==> config.mk <==
export PLATFORM = sky130hd
export DESIGN_NAME = uart_fifo_irq
export DESIGN_NICKNAME = d
export VERILOG_FILES = /design/src/hdl/uart_fifo_irq_pkg.sv /design/src/hdl/baud_ref_div.sv /design/src/hdl/char_timer.sv /design/src/hdl/uart_fifo_irq.sv
export VERILOG_INCLUDE_DIRS = /design/src /design/src/hdl
export SDC_FILE = /design/constraint.sdc
export NUM_CORES = 1
export LEC_CHECK = 0
export ABC_CLOCK_PERIOD_IN_PS = 8189
export BUFFER_PORTS_ARGS = -buffer_cell sky130_fd_sc_hd__buf_2
export CAP_MARGIN = 20
export CELL_PAD_IN_SITES_DETAIL_PLACEMENT = 2
export CELL_PAD_IN_SITES_GLOBAL_PLACEMENT = 2
export CORE_ASPECT_RATIO = 1.4
export CORE_MARGIN = 2
export CORE_UTILIZATION = 35
export DETAILED_ROUTE_END_ITERATION = 10
export PLACE_DENSITY = 0.85
export SLEW_MARGIN = 20
export SYNTH_ARGS = -nofsm -noshare
export SYNTH_HDL_FRONTEND = slang
export SYNTH_SLANG_ARGS = --single-unit
==> constraint.sdc <==
create_clock -name clk -period 8.19 [get_ports clk]
set_input_delay 0 -clock clk [delete_from_list [all_inputs] [get_ports clk]]
set_output_delay 0 -clock clk [all_outputs]
set_load 0.02 [all_outputs]
==> src/hdl/uart_fifo_irq_params.svh <==
`ifndef UART_FIFO_IRQ_PARAMS_SVH
`define UART_FIFO_IRQ_PARAMS_SVH

// Register byte offsets on the APB slave
`define OFS_DATA        8'h00
`define OFS_INT_ENABLE  8'h04
`define OFS_INT_ID_FCTL 8'h08
`define OFS_LINE_CTRL   8'h0c
`define OFS_MODEM_CTRL  8'h10
`define OFS_LINE_STATUS 8'h14
`define OFS_DIV_LOW     8'h18
`define OFS_DIV_HIGH    8'h1c

// Reset values
`define RST_INT_ENABLE  4'h0
`define RST_LINE_CTRL   8'h00
`define RST_MODEM_CTRL  5'h00
`define RST_DIV_LOW     8'h01
`define RST_DIV_HIGH    8'h00
`define RST_TRIG_SEL    2'h0

// Interrupt enable bit positions
`define IE_RX_DATA      0
`define IE_TX_EMPTY     1
`define IE_LINE_STAT    2

// FIFO control bit positions
`define FC_ENABLE       0
`define FC_RX_RESET     1
`define FC_TX_RESET     2
`define FC_TRIG_LSB     6

// Line control bit positions
`define LC_STOP         2
`define LC_PARITY       3

// Receive trigger levels in bytes
`define TRIG_LVL0       5'd1
`define TRIG_LVL1       5'd4
`define TRIG_LVL2       5'd8
`define TRIG_LVL3       5'd14

// Timing: reference input of 24 MHz divided by 13, 16 ticks per bit
`define REF_DIVIDE      4'd13
`define TICKS_PER_BIT   10'd16
`define TIMEOUT_CHARS   3'd4
`define CHAR_BASE_BITS  10'd7

`endif

==> src/hdl/uart_fifo_irq_pkg.sv <==
`default_nettype none
package uart_fifo_irq_pkg;
  // Interrupt identification codes, low nibble of the id register
  typedef enum logic [3:0] {
    IID_NONE = 4'h1,
    IID_TRANSMIT_HOLDING_EMPTY = 4'h2,
    IID_RDA  = 4'h4,
    IID_RLS  = 4'h6,
    IID_TMO  = 4'hc
  } iid_t;

  // Transmit-empty indication states
  typedef enum logic [2:0] {
    TX_EMPTY = 3'b001,
    TX_BUSY  = 3'b010,
    TX_DELAY = 3'b100
  } tx_state_t;
endpackage
`default_nettype wire

==> src/hdl/baud_ref_div.sv <==
`include "uart_fifo_irq_params.svh"
`default_nettype none
module baud_ref_div (
  // Clock and reset
  input  wire logic        clk,
  input  wire logic        rst_n,
  // Reference strobe and divisor
  input  wire logic        ref_in_tick,
  input  wire logic [15:0] divisor,
  // Sixteen-times bit rate strobe
  output logic             baud16_tick
);
  logic [3:0]  ref_cnt_r;
  logic        ref_tick;
  logic [15:0] div_cnt_r;

  // Divide the reference strobe by 13
  always_ff @(posedge clk)
  begin
    if (!rst_n)
      ref_cnt_r <= 4'h0;
    else if (ref_in_tick)
      ref_cnt_r <= (ref_cnt_r == `REF_DIVIDE - 4'd1) ? 4'h0 : ref_cnt_r + 4'h1;
  end

  assign ref_tick = ref_in_tick && (ref_cnt_r == `REF_DIVIDE - 4'd1);

  // Divide the channel clock by the baud divisor, zero treated as one
  always_ff @(posedge clk)
  begin
    if (!rst_n)
    begin
      div_cnt_r   <= 16'h0001;
      baud16_tick <= 1'b0;
    end
    else
    begin
      baud16_tick <= 1'b0;
      if (ref_tick)
      begin
        if (div_cnt_r >= divisor)
        begin
          div_cnt_r   <= 16'h0001;
          baud16_tick <= 1'b1;
        end
        else
          div_cnt_r <= div_cnt_r + 16'h0001;
      end
    end
  end
endmodule // baud_ref_div
`default_nettype wire

==> src/hdl/char_timer.sv <==
`default_nettype none
module char_timer (
  // Clock and reset
  input  wire logic       clk,
  input  wire logic       rst_n,
  // Control
  input  wire logic       tick,
  input  wire logic       restart,
  input  wire logic [9:0] len,
  // Expiry level, held until restart
  output logic            expired
);
  logic [9:0] cnt_r;

  // Count ticks up to the length, then hold
  always_ff @(posedge clk)
  begin
    if (!rst_n || restart)
    begin
      cnt_r   <= 10'h000;
      expired <= 1'b0;
    end
    else if (tick && !expired)
    begin
      cnt_r   <= cnt_r + 10'h001;
      expired <= (cnt_r + 10'h001 >= len);
    end
  end
endmodule // char_timer
`default_nettype wire

==> src/hdl/uart_fifo_irq.sv <==
// How it works
// - Control registers writable at any time
// - Channel clock is reference divided by 13
// - FIFO enable plus enable bit 0 arm receive
// - Data-available follows trigger level both ways
// - Line status outranks data available
// - Time-out after four idle character times
// - Receive character clock input measures time-out
// - New character or read restarts time-out
// - Enable bit 1 alone arms transmit, with or without FIFO enable
// - Transmit empty raises; write or id read clears
// - In FIFO mode, delay empty unless two bytes were held
// - Immediate transmit interrupt on FIFO enable change while transmit empty
// - Time-out ranks just below data available
// - Enables cleared gives polled FIFO mode
// - Status bits 7,6,5 report FIFO states
// - Status bits 4-1 sticky character errors
// - Status bit 0 while receive FIFO holds data
// - Polled mode shows no trigger or time-out
// - Reset gives line status 0x60
// - Reset gives id register 0x01
`include "uart_fifo_irq_params.svh"
`default_nettype none
module uart_fifo_irq (
  // Clock and reset
  input  wire logic        clk,
  input  wire logic        rst_n,
  // APB slave
  input  wire logic        psel,
  input  wire logic        penable,
  input  wire logic        pwrite,
  input  wire logic [7:0]  paddr,
  input  wire logic [31:0] pwdata,
  output logic [31:0]      prdata,
  output logic             pready,
  output logic             pslverr,
  // Reference strobe and receiver character clock
  input  wire logic        ref_in_tick,
  input  wire logic        receiver_char_clock,
  // Receive path
  input  wire logic        rx_char_valid,
  input  wire logic [3:0]  rx_char_err,
  input  wire logic [4:0]  rx_fifo_count,
  input  wire logic [7:0]  rx_fifo_data,
  input  wire logic        rx_fifo_error,
  output logic             rx_pop,
  // Transmit path
  input  wire logic [4:0]  tx_fifo_count,
  input  wire logic        tx_shift_empty,
  output logic             tx_push,
  output logic [7:0]       tx_data,
  // Channel control
  output logic             fifo_enable,
  output logic             fifo_rx_reset,
  output logic             fifo_tx_reset,
  output logic [7:0]       line_control,
  output logic [4:0]       modem_control,
  output logic             baud16_tick,
  output logic             irq
);
  import uart_fifo_irq_pkg::*;

  logic [3:0]  ier_r;
  logic        fen_r;
  logic [1:0]  trig_r;
  logic [7:0]  lcr_r;
  logic [4:0]  mcr_r;
  logic [7:0]  dll_r;
  logic [7:0]  dlm_r;
  logic [3:0]  lsr_err_r;
  logic        receiver_char_clock_prev_r;
  logic        transmit_holding_empty_irq_r;
  logic        two_seen_r;
  logic        id_transmit_holding_empty_read_r;
  tx_state_t   tx_st_r;
  tx_state_t   tx_st_nxt;
  iid_t        iid;
  logic        setup_rd;
  logic        acc_rd;
  logic        acc_wr;
  logic        mapped;
  logic        receiver_char_clock_tick;
  logic        rx_arm;
  logic        rda_pend;
  logic        tmo_exp;
  logic        tmo_pend;
  logic        rls_pend;
  logic        tx_dly_done;
  logic        tx_empty_ind;
  logic        tx_becomes_empty;
  logic        fen_changed;
  logic [4:0]  trig_lvl;
  logic [7:0]  line_status;
  logic [7:0]  interrupt_identification_register;
  logic [9:0]  char16;

  // Character time in 16x ticks: start, data, parity, stop bits
  function automatic logic [9:0] char_ticks(input logic [7:0] lc);
    logic [9:0] bits;
    bits = `CHAR_BASE_BITS + {8'h00, lc[1:0]} + {9'h000, lc[`LC_PARITY]}
         + {9'h000, lc[`LC_STOP]};
    char_ticks = bits * `TICKS_PER_BIT;
  endfunction

  // APB decode; single-cycle access phase
  assign setup_rd = psel && !penable && !pwrite;
  assign acc_rd   = psel && penable && !pwrite;
  assign acc_wr   = psel && penable && pwrite;
  assign mapped   = (paddr[1:0] == 2'b00) && (paddr <= `OFS_DIV_HIGH);
  assign pready   = 1'b1;
  assign pslverr  = psel && penable && !mapped;

  // Control register writes, accepted at any time
  always_ff @(posedge clk)
  begin
    if (!rst_n)
    begin
      ier_r  <= `RST_INT_ENABLE;
      fen_r  <= 1'b0;
      trig_r <= `RST_TRIG_SEL;
      lcr_r  <= `RST_LINE_CTRL;
      mcr_r  <= `RST_MODEM_CTRL;
      dll_r  <= `RST_DIV_LOW;
      dlm_r  <= `RST_DIV_HIGH;
    end
    else if (acc_wr)
    begin
      unique case (paddr)
        `OFS_INT_ENABLE:  ier_r <= pwdata[3:0];
        `OFS_INT_ID_FCTL:
        begin
          fen_r  <= pwdata[`FC_ENABLE];
          trig_r <= pwdata[`FC_TRIG_LSB +: 2];
        end
        `OFS_LINE_CTRL:   lcr_r <= pwdata[7:0];
        `OFS_MODEM_CTRL:  mcr_r <= pwdata[4:0];
        `OFS_DIV_LOW:     dll_r <= pwdata[7:0];
        `OFS_DIV_HIGH:    dlm_r <= pwdata[7:0];
        default:          ;
      endcase
    end
  end

  // Transmit push and FIFO reset pulses
  always_ff @(posedge clk)
  begin
    if (!rst_n)
    begin
      tx_push       <= 1'b0;
      tx_data       <= 8'h00;
      fifo_rx_reset <= 1'b0;
      fifo_tx_reset <= 1'b0;
    end
    else
    begin
      tx_push       <= acc_wr && (paddr == `OFS_DATA);
      fifo_rx_reset <= acc_wr && (paddr == `OFS_INT_ID_FCTL) && pwdata[`FC_RX_RESET];
      fifo_tx_reset <= acc_wr && (paddr == `OFS_INT_ID_FCTL) && pwdata[`FC_TX_RESET];
      if (acc_wr && (paddr == `OFS_DATA))
        tx_data <= pwdata[7:0];
    end
  end

  assign rx_pop        = acc_rd && (paddr == `OFS_DATA);
  assign fifo_enable   = fen_r;
  assign line_control  = lcr_r;
  assign modem_control = mcr_r;
  assign fen_changed   = acc_wr && (paddr == `OFS_INT_ID_FCTL) && (pwdata[`FC_ENABLE] != fen_r);

  // Channel clock: reference divided by 13, then by the divisor
  baud_ref_div u_baud (
    .clk         (clk),
    .rst_n       (rst_n),
    .ref_in_tick (ref_in_tick),
    .divisor     ({dlm_r, dll_r}),
    .baud16_tick (baud16_tick)
  );

  assign char16 = char_ticks(lcr_r);

  // Receiver character clock rising edges
  always_ff @(posedge clk)
  begin
    if (!rst_n)
      receiver_char_clock_prev_r <= 1'b0;
    else
      receiver_char_clock_prev_r <= receiver_char_clock;
  end

  assign receiver_char_clock_tick = receiver_char_clock && !receiver_char_clock_prev_r;

  // Receive trigger level
  always_comb
  begin
    unique case (trig_r)
      2'd0: trig_lvl = `TRIG_LVL0;
      2'd1: trig_lvl = `TRIG_LVL1;
      2'd2: trig_lvl = `TRIG_LVL2;
      2'd3: trig_lvl = `TRIG_LVL3;
    endcase
  end

  // Receive sources, armed only by FIFO enable and enable bit 0
  assign rx_arm   = fen_r && ier_r[`IE_RX_DATA];
  assign rda_pend = rx_arm && (rx_fifo_count >= trig_lvl);
  assign tmo_pend = rx_arm && (rx_fifo_count != 5'd0) && tmo_exp;

  // Time-out: four character times, restarted by receive or read
  char_timer u_rx_tmo (
    .clk     (clk),
    .rst_n   (rst_n),
    .tick    (receiver_char_clock_tick),
    .restart (rx_char_valid || rx_pop || !rx_arm || rx_fifo_count == 5'd0),
    .len     (char16 * {7'h00, `TIMEOUT_CHARS}),
    .expired (tmo_exp)
  );

  // Sticky character errors; a new error wins over the read clear
  always_ff @(posedge clk)
  begin
    if (!rst_n)
      lsr_err_r <= 4'h0;
    else
      lsr_err_r <= (lsr_err_r & ~{4{acc_rd && paddr == `OFS_LINE_STATUS}})
                 | ({4{rx_char_valid}} & rx_char_err);
  end

  assign rls_pend = ier_r[`IE_LINE_STAT] && (lsr_err_r != 4'h0);

  // Transmit empty indication with optional delay of one character minus a stop bit
  always_comb
  begin
    tx_st_nxt = tx_st_r;
    unique case (tx_st_r)
      TX_EMPTY: if (tx_fifo_count != 5'd0) tx_st_nxt = TX_BUSY;
      TX_BUSY:
        if (tx_fifo_count == 5'd0)
          tx_st_nxt = (fen_r && !two_seen_r) ? TX_DELAY : TX_EMPTY;
      TX_DELAY:
        if (tx_fifo_count != 5'd0)
          tx_st_nxt = TX_BUSY;
        else if (tx_dly_done)
          tx_st_nxt = TX_EMPTY;
      default: tx_st_nxt = TX_EMPTY;
    endcase
  end

  always_ff @(posedge clk)
  begin
    if (!rst_n)
      tx_st_r <= TX_EMPTY;
    else
      tx_st_r <= tx_st_nxt;
  end

  // Two bytes held at once since the indication was last set
  always_ff @(posedge clk)
  begin
    if (!rst_n)
      two_seen_r <= 1'b0;
    else if (tx_fifo_count >= 5'd2)
      two_seen_r <= 1'b1;
    else if (tx_st_nxt == TX_EMPTY && tx_st_r != TX_EMPTY)
      two_seen_r <= 1'b0;
  end

  // Delay of one character minus the last stop bit
  char_timer u_tx_dly (
    .clk     (clk),
    .rst_n   (rst_n),
    .tick    (baud16_tick),
    .restart (tx_st_r != TX_DELAY),
    .len     (char16 - `TICKS_PER_BIT),
    .expired (tx_dly_done)
  );

  assign tx_empty_ind     = (tx_st_r == TX_EMPTY);
  assign tx_becomes_empty = (tx_st_nxt == TX_EMPTY) && (tx_st_r != TX_EMPTY);

  // Transmit interrupt: set on empty, or on FIFO enable change while empty; set wins
  always_ff @(posedge clk)
  begin
    if (!rst_n)
      transmit_holding_empty_irq_r <= 1'b0;
    else if (ier_r[`IE_TX_EMPTY] && (tx_becomes_empty || (fen_changed && tx_empty_ind)))
      transmit_holding_empty_irq_r <= 1'b1;
    else if (acc_wr && paddr == `OFS_INT_ENABLE && pwdata[`IE_TX_EMPTY]
             && !ier_r[`IE_TX_EMPTY] && tx_empty_ind)
      transmit_holding_empty_irq_r <= 1'b1;
    else if (tx_push || (acc_rd && paddr == `OFS_INT_ID_FCTL && id_transmit_holding_empty_read_r))
      transmit_holding_empty_irq_r <= 1'b0;
  end

  // Priority encoder: line status, then receive, then transmit
  always_comb
  begin
    if (rls_pend)
      iid = IID_RLS;
    else if (rda_pend)
      iid = IID_RDA;
    else if (tmo_pend)
      iid = IID_TMO;
    else if (transmit_holding_empty_irq_r && ier_r[`IE_TX_EMPTY])
      iid = IID_TRANSMIT_HOLDING_EMPTY;
    else
      iid = IID_NONE;
  end

  assign irq = (iid != IID_NONE);
  assign interrupt_identification_register = {fen_r, fen_r, 2'b00, iid};
  assign line_status = {fen_r && rx_fifo_error, tx_empty_ind && tx_shift_empty, tx_empty_ind,
                lsr_err_r, rx_fifo_count != 5'd0};

  // Read data captured in the setup phase
  always_ff @(posedge clk)
  begin
    if (!rst_n)
    begin
      prdata         <= 32'h0000_0000;
      id_transmit_holding_empty_read_r <= 1'b0;
    end
    else if (setup_rd)
    begin
      id_transmit_holding_empty_read_r <= (paddr == `OFS_INT_ID_FCTL) && (iid == IID_TRANSMIT_HOLDING_EMPTY);
      unique case (paddr)
        `OFS_DATA:        prdata <= {24'h000000, rx_fifo_data};
        `OFS_INT_ENABLE:  prdata <= {28'h0000000, ier_r};
        `OFS_INT_ID_FCTL: prdata <= {24'h000000, interrupt_identification_register};
        `OFS_LINE_CTRL:   prdata <= {24'h000000, lcr_r};
        `OFS_MODEM_CTRL:  prdata <= {27'h0000000, mcr_r};
        `OFS_LINE_STATUS: prdata <= {24'h000000, line_status};
        `OFS_DIV_LOW:     prdata <= {24'h000000, dll_r};
        `OFS_DIV_HIGH:    prdata <= {24'h000000, dlm_r};
        default:          prdata <= 32'h0000_0000;
      endcase
    end
  end
endmodule // uart_fifo_irq
`default_nettype wire

==> impl_results.md, run 1 <==
- P_sw: 0.309 mW
- Largest net degree at the start of global routing: 57
- Final Hold Viols: 0
- DIE WIDTH: 118 um
- Power Total: 1.12 mW
- Final WL: 22,400 um
- Clk_skew: 15.8 ps
- PD cells: 152 mW/mm2
- Area Growth Syn to Fin: 15.9%
- Synthesized flop and latch total: 109
- Vias in the first global route: 6,650
- FF-to-FF Start: line_control[0]
- Wire per inst: 20.3 um
- Synth Flop Type: dfxtp_1
- LEAKAGE: 2.86 nW
- Port Buffer Count: 84
- Internal power: 0.816 mW
- CP Data Required Time: 8460 ps
- Worst Hold Launch: tx_fifo_count[0]
- Multi-input gate area: around 0.0038 mm2
- Path category of the worst min-delay check: in2reg
- Initial antenna violation count: 0
- Synth Warn #: 0
- Commonest cells after routing, fill and taps aside: 109 x dfxtp_1, 85 x nand2_1, 84 x buf_2
- Routability cong.: 0.833
- GRT Util Overall: 23.9%
- Initial Util: a little over a third
- Area share of and/or/nand/nor cells after synthesis: 24.4%
- Final Slew Violations: 0
- Crit-path slowest cell: dfxtp_1
- Clock Power Share: 43.4%
- CTS sink cnt: 109
- H-Tree Depth: 3
- Commonest non-fill, non-tap cell in the layout: dfxtp_1
- Worst-Skew Late Latency: 370 ps
- Row Count: 58
- Critical path launch point type: register
- Max-Cap Viols: 0
- Sequential fraction of the synthesis area: 34.1%
- Adder-Cell Fraction of Synth Area: 8.53%
- Fraction of layout cells with a size suffix above 1: 13.9%
- Setup CP Type: reg2reg
- Post-DP HPWL: 16,100 um
- CTS tree: built
- Sequential share of power: 48.0%
- IO Pins: between 100 and 150
- Netlist Area Pre-Place: roughly 0.0064 mm2
- First-pass GRT wire length: 36,400 um
- Fin nets: between 900 and 1k
- Die Y: 164 um
- Residual DRC count: 0
- Netlist cell types: 70
- Largest family of logic cells by synthesized area: simple AND/OR/NAND/NOR gates
- Setup bufs post-CTS: 0
- Unrepaired setup endpoints after global routing: false
- Crit path max fanout: 4
- Synth Area in XOR/XNOR: 6.98%
- Avg Cell Area, Syn: 8.25 um2
- Compound-Gate Fraction of Synth Area: between 10% and 20%
- Initial DRT Pass Iterations: 6
- Period minus WS final: approximately 3300 ps
- Max Fclk: 306 MHz
- Worst vdd ir: 0.0916 mV
- Ordered list of cells on the worst path: inv_1, ha_1, inv_1, ha_1, inv_1, fa_1, xnor2_1, nand2_1, xnor2_1, ha_1, nand3_1, or3_1, a311oi_1
- Worst path max stage delay: approximately 410 ps
- Remaining global-route overflow: 0
- Crit end category: register
- CTS buffer count: 9
- Root Driver: clkbuf_16
- Max_slew headroom: 37.3%
- Async SR Flop Fraction: 0%
- Worst hold stages: 3
- Vias: 6,031
- Antenna-violating nets left: 0
- Status: complete, no violations
- Post-synthesis mux area share: 4.77%
- Inserted Diodes: 0
- Number of gates resized after CTS: 0
- Register Area: 0.00218 mm2
- Clock slew seen by the registers of the worst setup and hold paths: 90 ps
- Hold Path End: tx_st_r[2]
- Clock Path Buffers: 2
- Comb power frac: 8.6%
- Fill count: 2,091
- Synthesized instance count: a little under 800
- R2r setup slk: 4930 ps
- 1st-iter DRT viols: roughly 240
- Reg2reg path depth: 13
- Slew @ Worst Pin: 934 ps
- EDFF count, synth: 0
- Worst EP arrival: 3540 ps
- Core ar.: around 0.018 mm2
- Crit share post-route: 39.9%
- Final setup violating endpoints: 0
- Reg2reg end: u_tx_dly.expired
- Sum Neg Setup Slack: 0 ps
- Sw Ratio: roughly 27%
- Via density: 5.46
- DIE AREA: 0.0194 mm2
## metal layers
layer	vias to the layer above	track usage (%)	routed length (um)
met4	0	9.47	737
met1	3000	26.4	8780
met3	50	3.82	723
met5	-	0	0
met2	140	45.4	12100
li1	2841	-	-
## final cells by class
type	count	share of cell area (%)
Multi-Input combinational cell	597	51.7
Tap cell	240	4.05
Timing Repair Buffer	106	8.54
Sequential cell	109	29.4
Clock buffer	9	3.04
Inverter	36	1.82
Clock inverter	7	1.38
## Yosys cell counts, drive strengths merged, types with 9 or more instances
| library cell | count | area (um2) |
|---|---|---|
| nor2 | 83 | 312 |
| mux2i | 26 | 260 |
| nand2 | 85 | 319 |
| xnor2 | 21 | 184 |
| or3 | 9 | 56.3 |
| and3 | 11 | 68.8 |
| nor3 | 17 | 90.1 |
| dfxtp | 109 | 2180 |
| buf | 37 | 260 |
| clkbuf | 19 | 71.3 |
| xor2 | 30 | 263 |
| ha | 42 | 526 |
| a21oi | 41 | 209 |
| nand4 | 13 | 81.3 |
| o21ai | 26 | 130 |
| nand3 | 49 | 245 |
| inv | 36 | 135 |
## flip-flops by register name (all words and copies together) (netlist names), 3 cells and up
signal,flops
dll_r,8
dlm_r,8
ier_r,4
line_control,8
lsr_err_r,4
modem_control,5
prdata,8
tx_data,8
tx_st_r,3
u_baud.div_cnt_r,16
u_baud.ref_cnt_r,4
u_rx_tmo.cnt_r,10
u_tx_dly.cnt_r,10
## critical path: cells and delay by family (launching register included)
| kind | cells | cell delay, ps |
|---|---|---|
| fa+ha+maj | 4 | 1180 |
| simple gates | 3 | 590 |
| xor+xnor | 2 | 540 |
| flops | 1 | 410 |
| compound gates | 1 | 250 |
| buf+inv | 3 | 200 |
## power groups by stage
stage / Sequential, mW / Clock, mW / Combinational [mW]
final: 0.540 / 0.488 / 0.0968
after global routing: 0.541 / 0.521 / 0.105
after CTS: 0.540 / 0.502 / 0.0949
after detailed placement: 0.553 / 0 / 0.0860
after global placement: 0.552 / 0 / 0.0842
after floorplan: 0.550 / 0 / 0.0622
## how the worst max path moves through the flow
stage / startpoint / to / slack, ps / cells past startpoint
floorplan: line_control[0] / u_tx_dly.expired / 5220 / 13
global placement: line_control[0] / u_tx_dly.expired / 5130 / 13
detailed placement: line_control[0] / u_tx_dly.expired / 4990 / 13
CTS: line_control[0] / u_tx_dly.expired / 4920 / 13
global route: line_control[0] / u_tx_dly.expired / 4630 / 13
finish: line_control[0] / u_tx_dly.expired / 4930 / 13
## repair_timing
action,4_1_cts,5_1_grt
hold endpoints to repair,32,0
hold buffers,19,0
setup endpoints to repair,0,0
## per-stage QoR
stage | utilization [%] | instances | setup WS (ps) | hold slack (ps) | area [um2]
after floorplan | - | 798 | 5220 | 127 | 6480
after global placement | 38.5 | 1069 | 5130 | 257 | 6890
after detailed placement | 38.5 | 1069 | 4990 | 267 | 6890
after CTS | 41.4 | 1104 | 4920 | 2.07 | 7410
after global routing | 41.4 | 1104 | 4630 | 21.4 | 7410
final | 41.4 | 1104 | 4930 | 10.5 | 7410
## cell families (layout without fill, tap and decap cells)
logic type                 Yosys count  in the layout
and+or+nand+nor                    315            315
AOI/OAI and AO/OA                  134            134
DFF                                109            109
buffers and inverters               92            158
xor gates and xnor gates            51             51
adders and majority gates           43             43
muxes                               29             29
other                                2             25
Note: power is estimated with default switching activity, not from simulation.
==> run 2: changes to the inputs <==
--- a/config.mk
+++ b/config.mk
@@ -6,16 +6,17 @@
 export SDC_FILE = /design/constraint.sdc
 export NUM_CORES = 1
 export LEC_CHECK = 0
-export ABC_CLOCK_PERIOD_IN_PS = 8189
+export ABC_AREA = 1
+export ABC_CLOCK_PERIOD_IN_PS = 3250
 export BUFFER_PORTS_ARGS = -buffer_cell sky130_fd_sc_hd__buf_2
 export CAP_MARGIN = 20
 export CELL_PAD_IN_SITES_DETAIL_PLACEMENT = 2
 export CELL_PAD_IN_SITES_GLOBAL_PLACEMENT = 2
 export CORE_ASPECT_RATIO = 1.4
 export CORE_MARGIN = 2
-export CORE_UTILIZATION = 35
+export CORE_UTILIZATION = 30
 export DETAILED_ROUTE_END_ITERATION = 10
-export PLACE_DENSITY = 0.85
+export PLACE_DENSITY = 0.79
 export SLEW_MARGIN = 20
 export SYNTH_ARGS = -nofsm -noshare
 export SYNTH_HDL_FRONTEND = slang
==> constraint.sdc (replaced) <==
create_clock -name clk -period 3.25 [get_ports clk]
set_input_delay 0 -clock clk [delete_from_list [all_inputs] [get_ports clk]]
set_output_delay 0 -clock clk [all_outputs]
set_load 0.02 [all_outputs]
==> run 2 against run 1 <==
Clock power grew to 2.5 times the previous value. Wire length is 1.9% lower. Non-clock buffer count fell by 3. First-iteration DRC count is 34% lower. Cell count up 15%. Die area increased by 15%. Via count increased by 3.9%. Largest cell class unchanged. Flip-flop and latch count did not move. Synthesized area down 0.68%.
==> impl_results.md, run 2 <==
- Initial antenna violation count: 1 (+1)
- FF-to-FF Start: line_control[0]
- Final Hold Viols: 0 (unchanged)
- Worst setup endpoint: u_tx_dly.expired
- Vias: 6,266 (+3.9%)
- CTS buffer count: 9 (unchanged)
- Avg Cell Area, Syn: 6.99 um2 (-15%)
- Final setup violating endpoints: 0 (unchanged)
- Crit share post-route: 90.8% (+51 points)
- CTS sink cnt: 109 (unchanged)
- Synthesized flop and latch total: 109 (unchanged)
- Reg with most FFs: u_baud.div_cnt_r
- Wire per inst: 17.2 um (-15%)
- Worst-Skew Late Latency: 380 ps (about the same)
- First-pass GRT wire length: 34,900 um (-4.1%)
- Crit path buf inv count: 3 (unchanged)
- Initial DRT Pass Iterations: 4 (-2)
- Setup bufs post-CTS: 0 (unchanged)
- Clk_skew: 10.9 ps (-4.90 ps)
- CTS tree: built
- Status: complete, no violations
- Core ar.: 0.0210 mm2 (+17%)
- Worst vdd ir: 0.231 mV (+150%)
- Final cell count without fillers: 1,272 (+15%)
- Setup CP Type: reg2reg
- Antenna-violating nets left: 0 (unchanged)
- Critical path depth: 15 (+2)
- Post-synth top area share: 34.4% (+0.24 points)
- Clock slew seen by the registers of the worst setup and hold paths: 90 ps (about the same)
- Path category of the worst min-delay check: in2reg
- Most instantiated cells after synthesis: 177 x nand2_1, 114 x nor2_1, 109 x dfxtp_1
- Reg2reg path depth: 15 (+2)
- Ordered list of cells on the worst path: inv_1, ha_1, inv_1, ha_1, inv_1, fa_1, ha_1, xor2_1, ha_1, nand2_1, nor2_1, nand3_1, o21ai_1, nand2_1, a21oi_1
- GRT Util Overall: 20.1% (-3.8 points)
- Fin nets: 1,121 (+15%)
- Commonest non-fill, non-tap cell in the layout: nand2_1
- Synthesized instance count: 909 (+17%)
- Crit end category: register
- Delay-heaviest family, CP: adder cells
- WHS: 9.26 ps (-1.25 ps)
- Max-Cap Viols: 0 (unchanged)
- Async SR Flop Fraction: 0% (unchanged)
- Initial Util: 30.3% (-5.4 points)
- Final WL: 21,900 um (-1.9%)
- Period minus WS final: 2950 ps (-313 ps)
- Crit path max fanout: 4 (unchanged)
- LEAKAGE: 3.40 nW (+19%)
- DP Cell Count: 1,239 (+16%)
- DIE AREA: 0.0224 mm2 (+15%)
- Max Fclk: 339 MHz (+11%)
- Reg2reg end: u_tx_dly.expired
- Worst path max stage delay: 510 ps (+100 ps)
- Max FFs per register: 16 (unchanged)
- Worst Setup SP: line_control[0]
- Remaining global-route overflow: 0 (unchanged)
- Sum Neg Setup Slack: 0 ps (unchanged)
- H-Tree Depth: 3 (unchanged)
- 1st-iter DRT viols: 160 (-34%)
- Crit-path slowest cell: fa_1
- Fraction of layout cells with a size suffix above 1: 14.7% (+0.85 points)
- Commonest cells after routing, fill and taps aside: 177 x nand2_1, 114 x nor2_1, 109 x dfxtp_1
- Residual DRC count: 0 (unchanged)
- Final core occ: 35.5% (-5.9 points)
- IO Pins: 134 (unchanged)
- Root Driver: clkbuf_16
- Sequential fraction of the synthesis area: 34.4% (+0.24 points)
- Slew @ Worst Pin: 643 ps (-291 ps)
- Area Growth Syn to Fin: 17.0%
- Critical Path Most Common Cell: ha_1
- Row Count: 63 (+8.6%)
- Count leader, synth: nand2_1
- Netlist Area Pre-Place: 0.00635 mm2 (-0.68%)
- Final Slew Violations: 0 (unchanged)
- R2r setup slk: 300 ps (-4630 ps)
- EDFF count, synth: 0 (unchanged)
- Port Buffer Count: 84 (unchanged)
- Die Y: 176 um (+7.5%)
- Unrepaired setup endpoints after global routing: false
- CP Data Required Time: 3560 ps (-4900 ps)
- Area leader, netlist: dfxtp_1
- Critical path launch point type: register
- Netlist cell types: 43 (-39%)
- Clock Path Buffers: 2 (unchanged)
- Max_slew headroom: 57.1% (+20 points)
- Synth Flop Type: dfxtp_1
- Via density: 4.93 (-9.8%)
- Largest cells by area after synthesis: dfxtp_1 34%, nand2_1 10%, ha_1 8.3%
- Synth Warn #: 0 (unchanged)
- Worst EP arrival: 3260 ps (-280 ps)
- Post-DP HPWL: 17,200 um (+7.1%)
- PD cells: 379 mW/mm2 (+150%)
- Top Registers: u_baud.div_cnt_r: 16 flops, u_rx_tmo.cnt_r: 10 flops, u_tx_dly.cnt_r: 10 flops
- Vias in the first global route: 6,668 (+0.27%)
- Routability cong.: 0.823 (-1.3%)
- DIE WIDTH: 127 um (+7.4%)
- Largest net degree at the start of global routing: 62 (+8.8%)
- Power Total: 2.82 mW (+150%)
run 2: worst reg2reg max path, delay by kind of cell (launching register included):
family,cells,cell delay [ps]
AOI/OAI and AO/OA,2,320
xor gates and xnor gates,1,170
adders and majority gates,5,1500
buffers and inverters,3,180
DFF,1,380
and+or+nand+nor,4,360
run 2: layout make-up:
type,count,area [um2]
fillers,2551,13500
multi-input cells,662,3540
flip-flops and latches,109,2180
repair buffers,103,603
inverters,121,457
well taps,260,325
clock buffers,9,225
clock inverters,7,97.6
diodes,1,2.50
run 2: how the worst min path moves through the flow:
stage                         from                    endpoint  cells past startpoint
2_1_floorplan  receiver_char_clock  receiver_char_clock_prev_r                      2
3_3_place_gp   receiver_char_clock  receiver_char_clock_prev_r                      3
3_5_place_dp   receiver_char_clock  receiver_char_clock_prev_r                      3
4_1_cts           tx_fifo_count[4]                  two_seen_r                      5
5_1_grt                  pwdata[5]                  tx_data[5]                      3
6_report                 pwdata[5]             line_control[5]                      3
run 2: cells by family after synthesis:
| kind of cell | share of synthesized area [%] |
|---|---|
| buffers and inverters | 11.2 |
| other | 0.118 |
| AO/OA/AOI/OAI | 14.4 |
| XOR/XNOR | 2.48 |
| AND/OR/NAND/NOR | 28.8 |
| adder cells (fa/ha/maj) | 8.59 |
| flip-flops | 34.4 |
run 2: routing by layer:
| layer | wire, um | part of all wire [%] | track usage (%) |
|---|---|---|---|
| met2 | 12400 | 57 | 40.2 |
| met4 | 512 | 2.3 | 7.60 |
| met3 | 326 | 1.5 | 1.70 |
| met5 | 0 | 0 | 0 |
| met1 | 8680 | 40 | 21.4 |
run 2: what timing repair did:
action | CTS | global route
endpoints found under the hold margin | 13 | 0
gates resized for setup | 0 | 1
setup endpoints to repair | 0 | 1
hold buffers | 16 | 0
run 2: metrics by stage:
step	setup slack [ps]	area (um2)
2_1_floorplan	347	6440
3_3_place_gp	402	6950
3_5_place_dp	248	6950
4_1_cts	226	7430
5_1_grt	15.0	7430
6_report	299	7430
run 2: report_power, final:
part | switching (mW) | internal [mW] | leakage [nW]
logic | 0.152 | 0.0679 | 2.36
registers | 0.0102 | 1.35 | 0.880
clock network | 0.611 | 0.629 | 0.159
total | 0.773 | 2.04 | 3.40
